File: config.mk
export PLATFORM = sky130hd
export DESIGN_NAME = bccr_regs
export DESIGN_NICKNAME = d
export VERILOG_FILES = /design/src/hw/bccr_pkg.sv /design/src/hw/bccr_regs.sv
export SDC_FILE = /design/constraint.sdc
export NUM_CORES = 1
export LEC_CHECK = 0
export ABC_CLOCK_PERIOD_IN_PS = 1810
export BUFFER_PORTS_ARGS = -buffer_cell sky130_fd_sc_hd__buf_2
export CAP_MARGIN = 20
export CORE_MARGIN = 10
export CORE_UTILIZATION = 40
export DETAILED_ROUTE_END_ITERATION = 12
export GPL_TIMING_DRIVEN = 0
export PLACE_DENSITY = 0.8
export SLEW_MARGIN = 10
export SYNTH_ARGS = -nofsm -noshare
export SYNTH_HDL_FRONTEND = slang
export SYNTH_SLANG_ARGS = --single-unit
export TNS_END_PERCENT = 1
File: constraint.sdc
create_clock -name clk_sys_i -period 1.81 [get_ports clk_sys_i]
set_clock_uncertainty 0.2 [all_clocks]
set_input_delay 0.2715 -clock clk_sys_i [delete_from_list [all_inputs] [get_ports clk_sys_i]]
set_output_delay 0.2715 -clock clk_sys_i [all_outputs]
set_load 0.01 [all_outputs]
File: src/hw/bccr_pkg.sv
// Package of offsets, field positions, reset values and carriers of the capability register slice
package bccr_pkg;

	// ----------------------------------------------------------------
	// Register offsets (byte addresses)
	// ----------------------------------------------------------------
	localparam int ADDR_W = 8;
	localparam logic [ADDR_W-1:0] OFS_LINK_TUNING = 8'ha4;
	localparam logic [ADDR_W-1:0] OFS_SUBSYS_CAP = 8'ha8;
	localparam logic [ADDR_W-1:0] OFS_CARD_ID = 8'hac;
	localparam logic [ADDR_W-1:0] OFS_EXPRESS_CAP = 8'hb0;

	// ----------------------------------------------------------------
	// Field positions at the link tuning offset
	// ----------------------------------------------------------------
	localparam int BIT_STOP_STATUS = 13;
	localparam int BIT_CLKRUN_EN = 14;
	localparam int BIT_STOP_MODE = 15;
	localparam int BIT_L0S_CTL = 16;
	localparam int SCRAMBLE_LSB = 17;
	localparam int L1_TIMER_LSB = 19;

	// ----------------------------------------------------------------
	// Reset values and the strap code for clock power management
	// ----------------------------------------------------------------
	localparam logic RST_STOP_MODE = 1'b0;
	localparam logic RST_CLKRUN_EN_CPM = 1'b1;
	localparam logic RST_L0S_CTL = 1'b1;
	localparam logic [1:0] RST_SCRAMBLE = 2'h0;
	localparam logic [1:0] RST_L1_TIMER = 2'h1;
	localparam logic [1:0] STRAP_CPM_ON = 2'h0;

	// ----------------------------------------------------------------
	// Fixed capability values
	// ----------------------------------------------------------------
	localparam logic [7:0] SUBSYS_CAP_ID = 8'h0d;
	localparam logic [7:0] NEXT_TO_EXPRESS = 8'hb0;
	localparam logic [7:0] NEXT_TO_SLOT_ID = 8'ha0;
	localparam logic [7:0] NEXT_LEGACY = 8'hf0;
	localparam logic [7:0] EXPRESS_CAP_ID = 8'h10;
	localparam logic [7:0] EXPRESS_NEXT = 8'hf0;
	localparam logic [3:0] EXPRESS_CAP_VERSION = 4'h1;
	localparam logic [3:0] EXPRESS_PORT_TYPE = 4'h7;

	// ----------------------------------------------------------------
	// Carriers
	// ----------------------------------------------------------------
	typedef struct packed {
		logic [ADDR_W-1:0] addr;
		logic [31:0] wdata;
		logic wr;
		logic rd;
	} bccr_bus_req_t;

	typedef struct packed {
		logic strap_done;
		logic cpm_en;
		logic stop_mode;
		logic clkrun_en;
		logic l0s_ctl;
		logic [1:0] scramble;
		logic [1:0] l1_timer;
		logic clk_stopped;
		logic [31:0] rdata;
	} bccr_state_t;

	localparam bccr_state_t ST_RESET = '{
		strap_done: 1'b0,
		cpm_en: 1'b0,
		stop_mode: RST_STOP_MODE,
		clkrun_en: 1'b0,
		l0s_ctl: RST_L0S_CTL,
		scramble: RST_SCRAMBLE,
		l1_timer: RST_L1_TIMER,
		clk_stopped: 1'b0,
		rdata: 32'h0000_0000
	};

endpackage

File: src/hw/bccr_regs.sv
// Capability configuration register slice: clock stop control, link tuning, capability headers
//
// Contract
// - With stop mode 0 the secondary clock is stopped only while the bridge is in D3hot.
// - With stop mode 1 the clock is stopped whenever the bus is idle and nothing is pending.
// - Stop mode bit 15 is writable only when the strap enabled clock power management.
// - Bit 16 resets to 1 and at 1 allows L0s only on receiver electrical idle, else always.
// - Scrambling bits 18:17 reset to 00, L1 timer bits 20:19 reset to 01, bits 31:21 read 0.
// - Bits 7:0 at a8h read the capability identifier 0dh.
// - In legacy mode the pointer at a8h reads f0h.
// - Bits 15:0 at ach read the fixed subsystem vendor identifier.
// - Bits 31:16 at ach read the fixed subsystem identifier.
// - Bits 7:0 at b0h read the express capability identifier 10h.
// - Bits 15:8 at b0h read the next pointer f0h.
// - Bits 19:16 at b0h read version 1 and bits 23:20 read port type 7h.
// - Clock-run enable bit 14 reads 0 without the strap, else is writable and resets to 1.
// - Status bit 13 reads 1 while the secondary clock is stopped, resetting to 0.
module bccr_regs
	import bccr_pkg::*;
#(
	parameter logic [15:0] CARD_VENDOR_ID = 16'h0000,
	parameter logic [15:0] CARD_ID = 16'h0000
) (
	input wire logic clk_sys_i,
	input wire logic nrst_i,
	input wire bccr_bus_req_t bus_req_i,
	output logic [31:0] rdata_o,
	input wire logic [1:0] strap_req_n_i,
	input wire logic d3hot_i,
	input wire logic sec_bus_idle_i,
	input wire logic prim_req_pending_i,
	input wire logic rx_elec_idle_i,
	input wire logic legacy_mode_i,
	input wire logic slot_id_cap_en_i,
	output logic sec_clk_stop_o,
	output logic sec_clkrun_en_o,
	output logic l0s_allow_o,
	output logic [1:0] scramble_ctl_o,
	output logic [1:0] l1_timer_ctl_o
);

	// ----------------------------------------------------------------
	// State
	// ----------------------------------------------------------------
	bccr_state_t st_q;
	bccr_state_t st_d;
	logic wr_tuning;
	logic [7:0] subsys_next;
	logic [31:0] tuning_word;
	logic [31:0] subsys_word;
	logic [31:0] card_word;
	logic [31:0] express_word;

	// ----------------------------------------------------------------
	// Read images
	// ----------------------------------------------------------------
	always_comb begin
		if (legacy_mode_i) begin
			subsys_next = NEXT_LEGACY;
		end else if (slot_id_cap_en_i) begin
			subsys_next = NEXT_TO_SLOT_ID;
		end else begin
			subsys_next = NEXT_TO_EXPRESS;
		end
	end

	always_comb begin
		tuning_word = 32'h0000_0000;
		tuning_word[BIT_STOP_STATUS] = st_q.clk_stopped;
		tuning_word[BIT_CLKRUN_EN] = st_q.clkrun_en;
		tuning_word[BIT_STOP_MODE] = st_q.stop_mode;
		tuning_word[BIT_L0S_CTL] = st_q.l0s_ctl;
		tuning_word[SCRAMBLE_LSB +: 2] = st_q.scramble;
		tuning_word[L1_TIMER_LSB +: 2] = st_q.l1_timer;
	end

	assign subsys_word = {16'h0000, subsys_next, SUBSYS_CAP_ID};
	assign card_word = {CARD_ID, CARD_VENDOR_ID};
	assign express_word = {8'h00, EXPRESS_PORT_TYPE, EXPRESS_CAP_VERSION,
		EXPRESS_NEXT, EXPRESS_CAP_ID};

	assign wr_tuning = bus_req_i.wr && (bus_req_i.addr == OFS_LINK_TUNING);

	// ----------------------------------------------------------------
	// Next state
	// ----------------------------------------------------------------
	always_comb begin
		st_d = st_q;
		// Strap is caught on the first clock after reset release
		if (!st_q.strap_done) begin
			st_d.strap_done = 1'b1;
			st_d.cpm_en = (strap_req_n_i == STRAP_CPM_ON);
			st_d.clkrun_en = (strap_req_n_i == STRAP_CPM_ON) ? RST_CLKRUN_EN_CPM : 1'b0;
		end
		// Only the writable fields at the tuning offset take data
		if (wr_tuning) begin
			if (st_q.cpm_en) begin
				st_d.stop_mode = bus_req_i.wdata[BIT_STOP_MODE];
				st_d.clkrun_en = bus_req_i.wdata[BIT_CLKRUN_EN];
			end
			st_d.l0s_ctl = bus_req_i.wdata[BIT_L0S_CTL];
			st_d.scramble = bus_req_i.wdata[SCRAMBLE_LSB +: 2];
			st_d.l1_timer = bus_req_i.wdata[L1_TIMER_LSB +: 2];
		end
		// Clock stop policy follows the mode bit
		if (st_q.stop_mode) begin
			st_d.clk_stopped = sec_bus_idle_i && !prim_req_pending_i;
		end else begin
			st_d.clk_stopped = d3hot_i;
		end
		// Read data stand only in the cycle after the strobe
		st_d.rdata = 32'h0000_0000;
		if (bus_req_i.rd) begin
			unique case (bus_req_i.addr)
				OFS_LINK_TUNING: st_d.rdata = tuning_word;
				OFS_SUBSYS_CAP: st_d.rdata = subsys_word;
				OFS_CARD_ID: st_d.rdata = card_word;
				OFS_EXPRESS_CAP: st_d.rdata = express_word;
				default: st_d.rdata = 32'h0000_0000;
			endcase
		end
	end

	always_ff @(posedge clk_sys_i) begin
		if (!nrst_i) begin
			st_q <= ST_RESET;
		end else begin
			st_q <= st_d;
		end
	end

	// ----------------------------------------------------------------
	// Outputs
	// ----------------------------------------------------------------
	assign rdata_o = st_q.rdata;
	assign sec_clk_stop_o = st_q.clk_stopped;
	assign sec_clkrun_en_o = st_q.clkrun_en;
	assign l0s_allow_o = !st_q.l0s_ctl || rx_elec_idle_i;
	assign scramble_ctl_o = st_q.scramble;
	assign l1_timer_ctl_o = st_q.l1_timer;
endmodule

==> results of run 1 <==
==> metrics by stage <==
step	power [mW]	cell area, um^2
6_report	0.8354	1598
5_1_grt	0.8760	1598
4_1_cts	0.8384	1598
3_5_place_dp	0.6142	1541
3_3_place_gp	0.6116	1541
2_1_floorplan	0.5698	1267
==> placed cells by master (no fill, tap or decap), drive strengths merged, types with 2 or more instances in the layout <==
cell type	n
a21oi	5
dfxtp	21
conb	17
nand2b	4
nor4b	4
inv	3
nand2	11
mux2i	7
and2	2
nand4bb	2
dlygate4sd3	3
buf	86
or2	2
nor2b	7
clkbuf	5
nand3b	2
nor3	5
a21o	3
==> how the worst min path moves through the flow <==
stage                                          end  slack (ns)  cells after the start
floorplan                      st_q[41]$_SDFF_PN0_         0.1                      0
global placement    scramble_ctl_o[0]$_SDFFE_PN0P_        0.27                      2
detailed placement  scramble_ctl_o[0]$_SDFFE_PN0P_        0.27                      2
CTS                 l1_timer_ctl_o[1]$_SDFFE_PN0P_       0.009                      3
global route            sec_clkrun_en_o$_SDFF_PN0_       0.003                      3
finish              scramble_ctl_o[1]$_SDFFE_PN0P_        0.02                      3
==> logic make-up (layout without fill, tap and decap cells) <==
logic type,after synthesis,in the layout
muxes,7,7
AOI/OAI and AO/OA,14,14
other,1,17
and+or+nand+nor,41,41
buffers and inverters,43,97
DFF,21,21
==> critical path: cells and delay by family <==
family | cells | cell delay, ns
buf+inv | 3 | 0.84
simple gates | 3 | 0.60
==> state kept, by name (all words and copies together), names as in the netlist <==
register	count
scramble_ctl_o	2
st_q	4
rdata_o	11
sec_clkrun_en_o	1
sec_clk_stop_o	1
l1_timer_ctl_o	2
==> repair_timing <==
item,4_1_cts,5_1_grt
gates resized for setup,0,0
hold buffers,3,0
hold endpoints to repair,3,0
buffers inserted,0,0
==> metal layers <==
metal  GRT usage, %  up-vias  wire (um)
li1               -      511          -
met1          10.74      392       1157
met2          13.52       47       1111
met3          5.388        2        362
met4          3.782        0         20
met5              0        -          0
==> final cells by class <==
class	count	area share, %
Clock buffer	4	1.644
Multi-Input combinational cell	79	33.83
Sequential cell	21	26.31
Buffer	40	18.48
Inverter	3	0.7048
Timing Repair Buffer	50	16.60
Tap cell	31	2.428
==> power by group through the flow <==
stage	Clock [mW]	Combinational, mW	Sequential (mW)
floorplan	0	0.0897	0.480
global placement	0	0.132	0.479
detailed placement	0	0.135	0.480
CTS	0.230	0.140	0.469
global route	0.248	0.158	0.470
finish	0.225	0.142	0.469
==> flow_summary.toml, run 1 <==
[outcome]
status = "completed"

[yosys]
synth_compound_area_share_pct = 8.394
seq_area_frac_synth_pct = 34.82
yosys.area_share.adder_pct = 0
ys.flop_type = "dfxtp_1"
synthSimpleGateAreaFrac_pct = 25.28
syn_area_um2 = 1207
async_flop_share_pct = 0
synth_top_family_by_area = "buffers and inverters"
synth_xor_area_share_pct = 0
synth_top_area_share_pct = 34.82
ys_warn_count = 0
ys_seq_elements = 21
synth_cell_types = 32
synth_cells = 127
syn_avg_cell_area_um2 = 9.507
synth_area_leader_cell = "dfxtp_1"
synth_top_cells_by_area = "dfxtp_1 (35%), buf_4 (22%), mux2i_1 (5.8%)"
synth-edff-count = 0
yosysMostFrequentCell = "buf_4"
synthTopCellsByCount = "buf_4 (36), dfxtp_1 (21), nand2_1 (11)"
synth.area.mux_share_pct = 5.803

[hold_path]
hold_start = "bus_req_i[20]"
hold_path.class = "input pin to flip-flop"

[sta]
setup_viol = 0
fmax_mhz = 594.6
drv_slew = 0
worstMarginPinSlew_ns = 0.5165
timing.final.ws_setup_ns = 0.1283
finalHoldViolCount = 0
rsz0062_at_grt = "false"
final.period_utilization_pct = 92.91
period_minus_slack_ns = 1.682
whs_ns = 0.01527
tns_ns = 0
slew_headroom_pct = 65.38

[detailed_routing]
drtIter0Drc = 65
vias = 952
drc = 0
vias_per_cell = 4.175
routed_wl_um = 2652
drt_pass1_iterations = 4
ant_nets = 0
post_drt_wl_per_cell_um = 11.63

[setup_path]
cp_slowest_cell = "dlygate4sd3_1"
endpoint_kind = "flip-flop"
rr_startpoint = "st_q[40]$_SDFFE_PN0N_"
worstSetupPathType = "input pin to flip-flop"
r2r_cells = 2
start_kind = "input pin"
endpoint = "rdata_o[19]$_SDFF_PN0_"
required_ns = 1.84
cp_max_fo = 10
r2r-end = "sec_clkrun_en_o$_SDFF_PN0_"
cp-startpoint = "nrst_i"
path_cells = "dlygate4sd3_1, buf_2, nand2_1, or3_4, buf_6, nor4b_4"
max_stage_delay_ns = 0.51
reg2reg_setup_slack_ns = 0.68
crit_arrival_ns = 1.71

[power_and_ir_drop]
power_density_nw_per_um2 = 522.8
swShare_pct = 25.11
ir_drop_v = 0.0002161
seq_power_share_pct = 56.2
p_leak_nw = 0.8126
p_clk_share_pct = 26.9
power.internal_uw = 625.7
p_switching_uw = 209.7
p_comb_share_pct = 17.0

[floorplan]
initial_utilization_pct = 42.68
num_rows = 19
num_io_pins = 91
die_w_um = 74.94
die_area_um2 = 5616
die_h_um = 74.94
core_region_area_um2 = 2829

[cells_and_area]
register_area_um2 = 420.4
diodes = 0
num-fill-cells = 262
multiInputGateArea_um2 = 540.5
nets = 250
final_cell_count_no_fill = 228
drive_gt1_share_pct = 49.75
fin_util_pct = 56.48
area_growth_pct = 32.33

[clocking]
cts_buffer_depth = 2
cts_buffers = 3
clk_latency_ns = 0.30
cts_max_level = 1
path_clk_slew_ns = 0.11
cts_root_buf = "clkbuf_4"
tritoncts = "built"
cts_num_sinks = 21

[place]
pre_cts_ws_ns = 0.1538
dp.final_hpwl_um = 2314
globalplace.congestion = 0.7934
post-place-cells = 221
portBuffers = 47

[global_route]
grt.total_usage_pct = 9.228
antenna_found_initial = 0
grt_pass1_vias = 908
grt_pass1_wl_um = 4091
grt_max_degree = 12
grt_overflow = 0

[flow_run]
drv_cap = 0
No activity file was read; power rests on OpenSTA's default activity.
==> run 2, diff against run 1 <==
--- a/config.mk
+++ b/config.mk
@@ -13,6 +13,7 @@
 export DETAILED_ROUTE_END_ITERATION = 12
 export GPL_TIMING_DRIVEN = 0
 export PLACE_DENSITY = 0.8
+export RECOVER_POWER = 100
 export SLEW_MARGIN = 10
 export SYNTH_ARGS = -nofsm -noshare
 export SYNTH_HDL_FRONTEND = slang
==> flow_summary.toml, run 2 (synthesis gave the netlist of run 1 again) <==
[setup_path]
r2r_cells = 2
start_kind = "input pin"
path_cells = "dlygate4sd3_1, buf_2, nand2_1, or3_4, buf_6, nor4b_2"
crit_arrival_ns = 1.72
rr_startpoint = "st_q[40]$_SDFFE_PN0N_"
reg2reg_setup_slack_ns = 0.69
endpoint_kind = "flip-flop"
worstSetupPathType = "input pin to flip-flop"
endpoint = "rdata_o[18]$_SDFF_PN0_"
path_buf_inv = 3
cp-startpoint = "nrst_i"
max_stage_delay_ns = 0.51
cp_slowest_cell = "dlygate4sd3_1"
worst-path-stages = 6
r2r-end = "sec_clkrun_en_o$_SDFF_PN0_"
cp_max_fo = 10
required_ns = 1.83
crit_family = "buffers and inverters"

[cells_and_area]
final_common_cell = "buf_4"
nets = 250
diodes = 0
final_cell_mix = "buf_4 (34), buf_2 (28), clkbuf_1 (23), dfxtp_1 (21), conb_1 (17)"
largest_reg_flops = 11
final_cell_count_no_fill = 228
drive_gt1_share_pct = 38.58
fin_util_pct = 55.06
num-fill-cells = 278
area_growth_pct = 29.02

[floorplan]
core_region_area_um2 = 2829
num_io_pins = 91
die_h_um = 74.94
initial_utilization_pct = 42.68
die_w_um = 74.94
die_area_um2 = 5616
num_rows = 19

[detailed_routing]
vias_per_cell = 4.193
vias = 956
drt_pass1_iterations = 4
drc = 0
routed_wl_um = 2678
post_drt_wl_per_cell_um = 11.75
drtIter0Drc = 71
ant_nets = 0

[global_route]
grt_pass1_wl_um = 4091
grt_pass1_vias = 908
grt.total_usage_pct = 9.228
grt_overflow = 0
antenna_found_initial = 0
grt_max_degree = 12

[clocking]
postCtsSetupRepairBufs = 0
cts_num_sinks = 21
clk_latency_ns = 0.30
tritoncts = "built"
path_clk_slew_ns = 0.11
cts_buffer_depth = 2
cts_root_buf = "clkbuf_4"
cts_buffers = 3
cts_max_level = 1

[power_and_ir_drop]
power_uw = 832.6
ir_drop_v = 0.0002159
power_density_nw_per_um2 = 534.5
p_leak_nw = 0.7187

[sta]
tns_ns = 0
drv_slew = 0
rsz0062_at_grt = "false"
slew_headroom_pct = 40.86
setup_viol = 0
fmax_mhz = 589.1
whs_ns = 0.01478
period_minus_slack_ns = 1.698
final.period_utilization_pct = 93.79
worstMarginPinSlew_ns = 0.8803
finalHoldViolCount = 0

[hold_path]
hold_path.class = "input pin to flip-flop"

[place]
globalplace.congestion = 0.7934
dp.final_hpwl_um = 2314
post-place-cells = 221
portBuffers = 47

[flow_run]
drv_cap = 0

[outcome]
status = "completed"
==> run 2: cell type report <==
cell class	instances	area [um^2]	area share (%)
timing repair buffer	50	239.0	15.34
multi-input combinational	79	526.8	33.82
tap	31	38.79	2.490
sequential	21	420.4	26.99
inverter	3	11.26	0.7229
buffer	40	295.3	18.96
clock buffer	4	26.28	1.687
==> run 2: stage by stage <==
step | setup WS, ns | cell area, um^2
after floorplan | 0.3207 | 1267
after global placement | 0.1638 | 1541
after detailed placement | 0.1538 | 1541
after CTS | 0.1211 | 1598
after global routing | 0.02548 | 1558
final | 0.1124 | 1558
==> run 2: repair_timing <==
item / 4_1_cts / 5_1_grt
hold endpoints to repair: 3 / 0
hold buffers: 3 / 0
resized for setup: 0 / 0
==> run 2: tightest hold or removal path, stage by stage <==
cell	delay (ns)
buf_2	0.10
nand2_1	0.05
mux2i_1	0.06
==> run 2: where the power goes <==
| part | switching [mW] | internal (mW) |
|---|---|---|
| Combinational | 0.0673 | 0.0718 |
| Sequential | 0.00259 | 0.466 |
| Clock | 0.139 | 0.0859 |
==> run 2: worst min-delay path by stage <==
stage	start	to	slack, ns	cells after the start
6_report	bus_req_i[16]	sec_clkrun_en_o$_SDFF_PN0_	0.01	3
5_1_grt	bus_req_i[16]	sec_clkrun_en_o$_SDFF_PN0_	0.003	3
4_1_cts	bus_req_i[22]	l1_timer_ctl_o[1]$_SDFFE_PN0P_	0.009	3
3_5_place_dp	scramble_ctl_o[0]$_SDFFE_PN0P_	scramble_ctl_o[0]$_SDFFE_PN0P_	0.27	2
3_3_place_gp	scramble_ctl_o[0]$_SDFFE_PN0P_	scramble_ctl_o[0]$_SDFFE_PN0P_	0.27	2
2_1_floorplan	nrst_i	st_q[41]$_SDFF_PN0_	0.1	0
==> run 2: metal layers <==
layer	share of wire [%]	global-route usage, %
met1	44	10.74
met2	41	13.52
met3	14	5.388
met4	0.75	3.782
met5	0	0
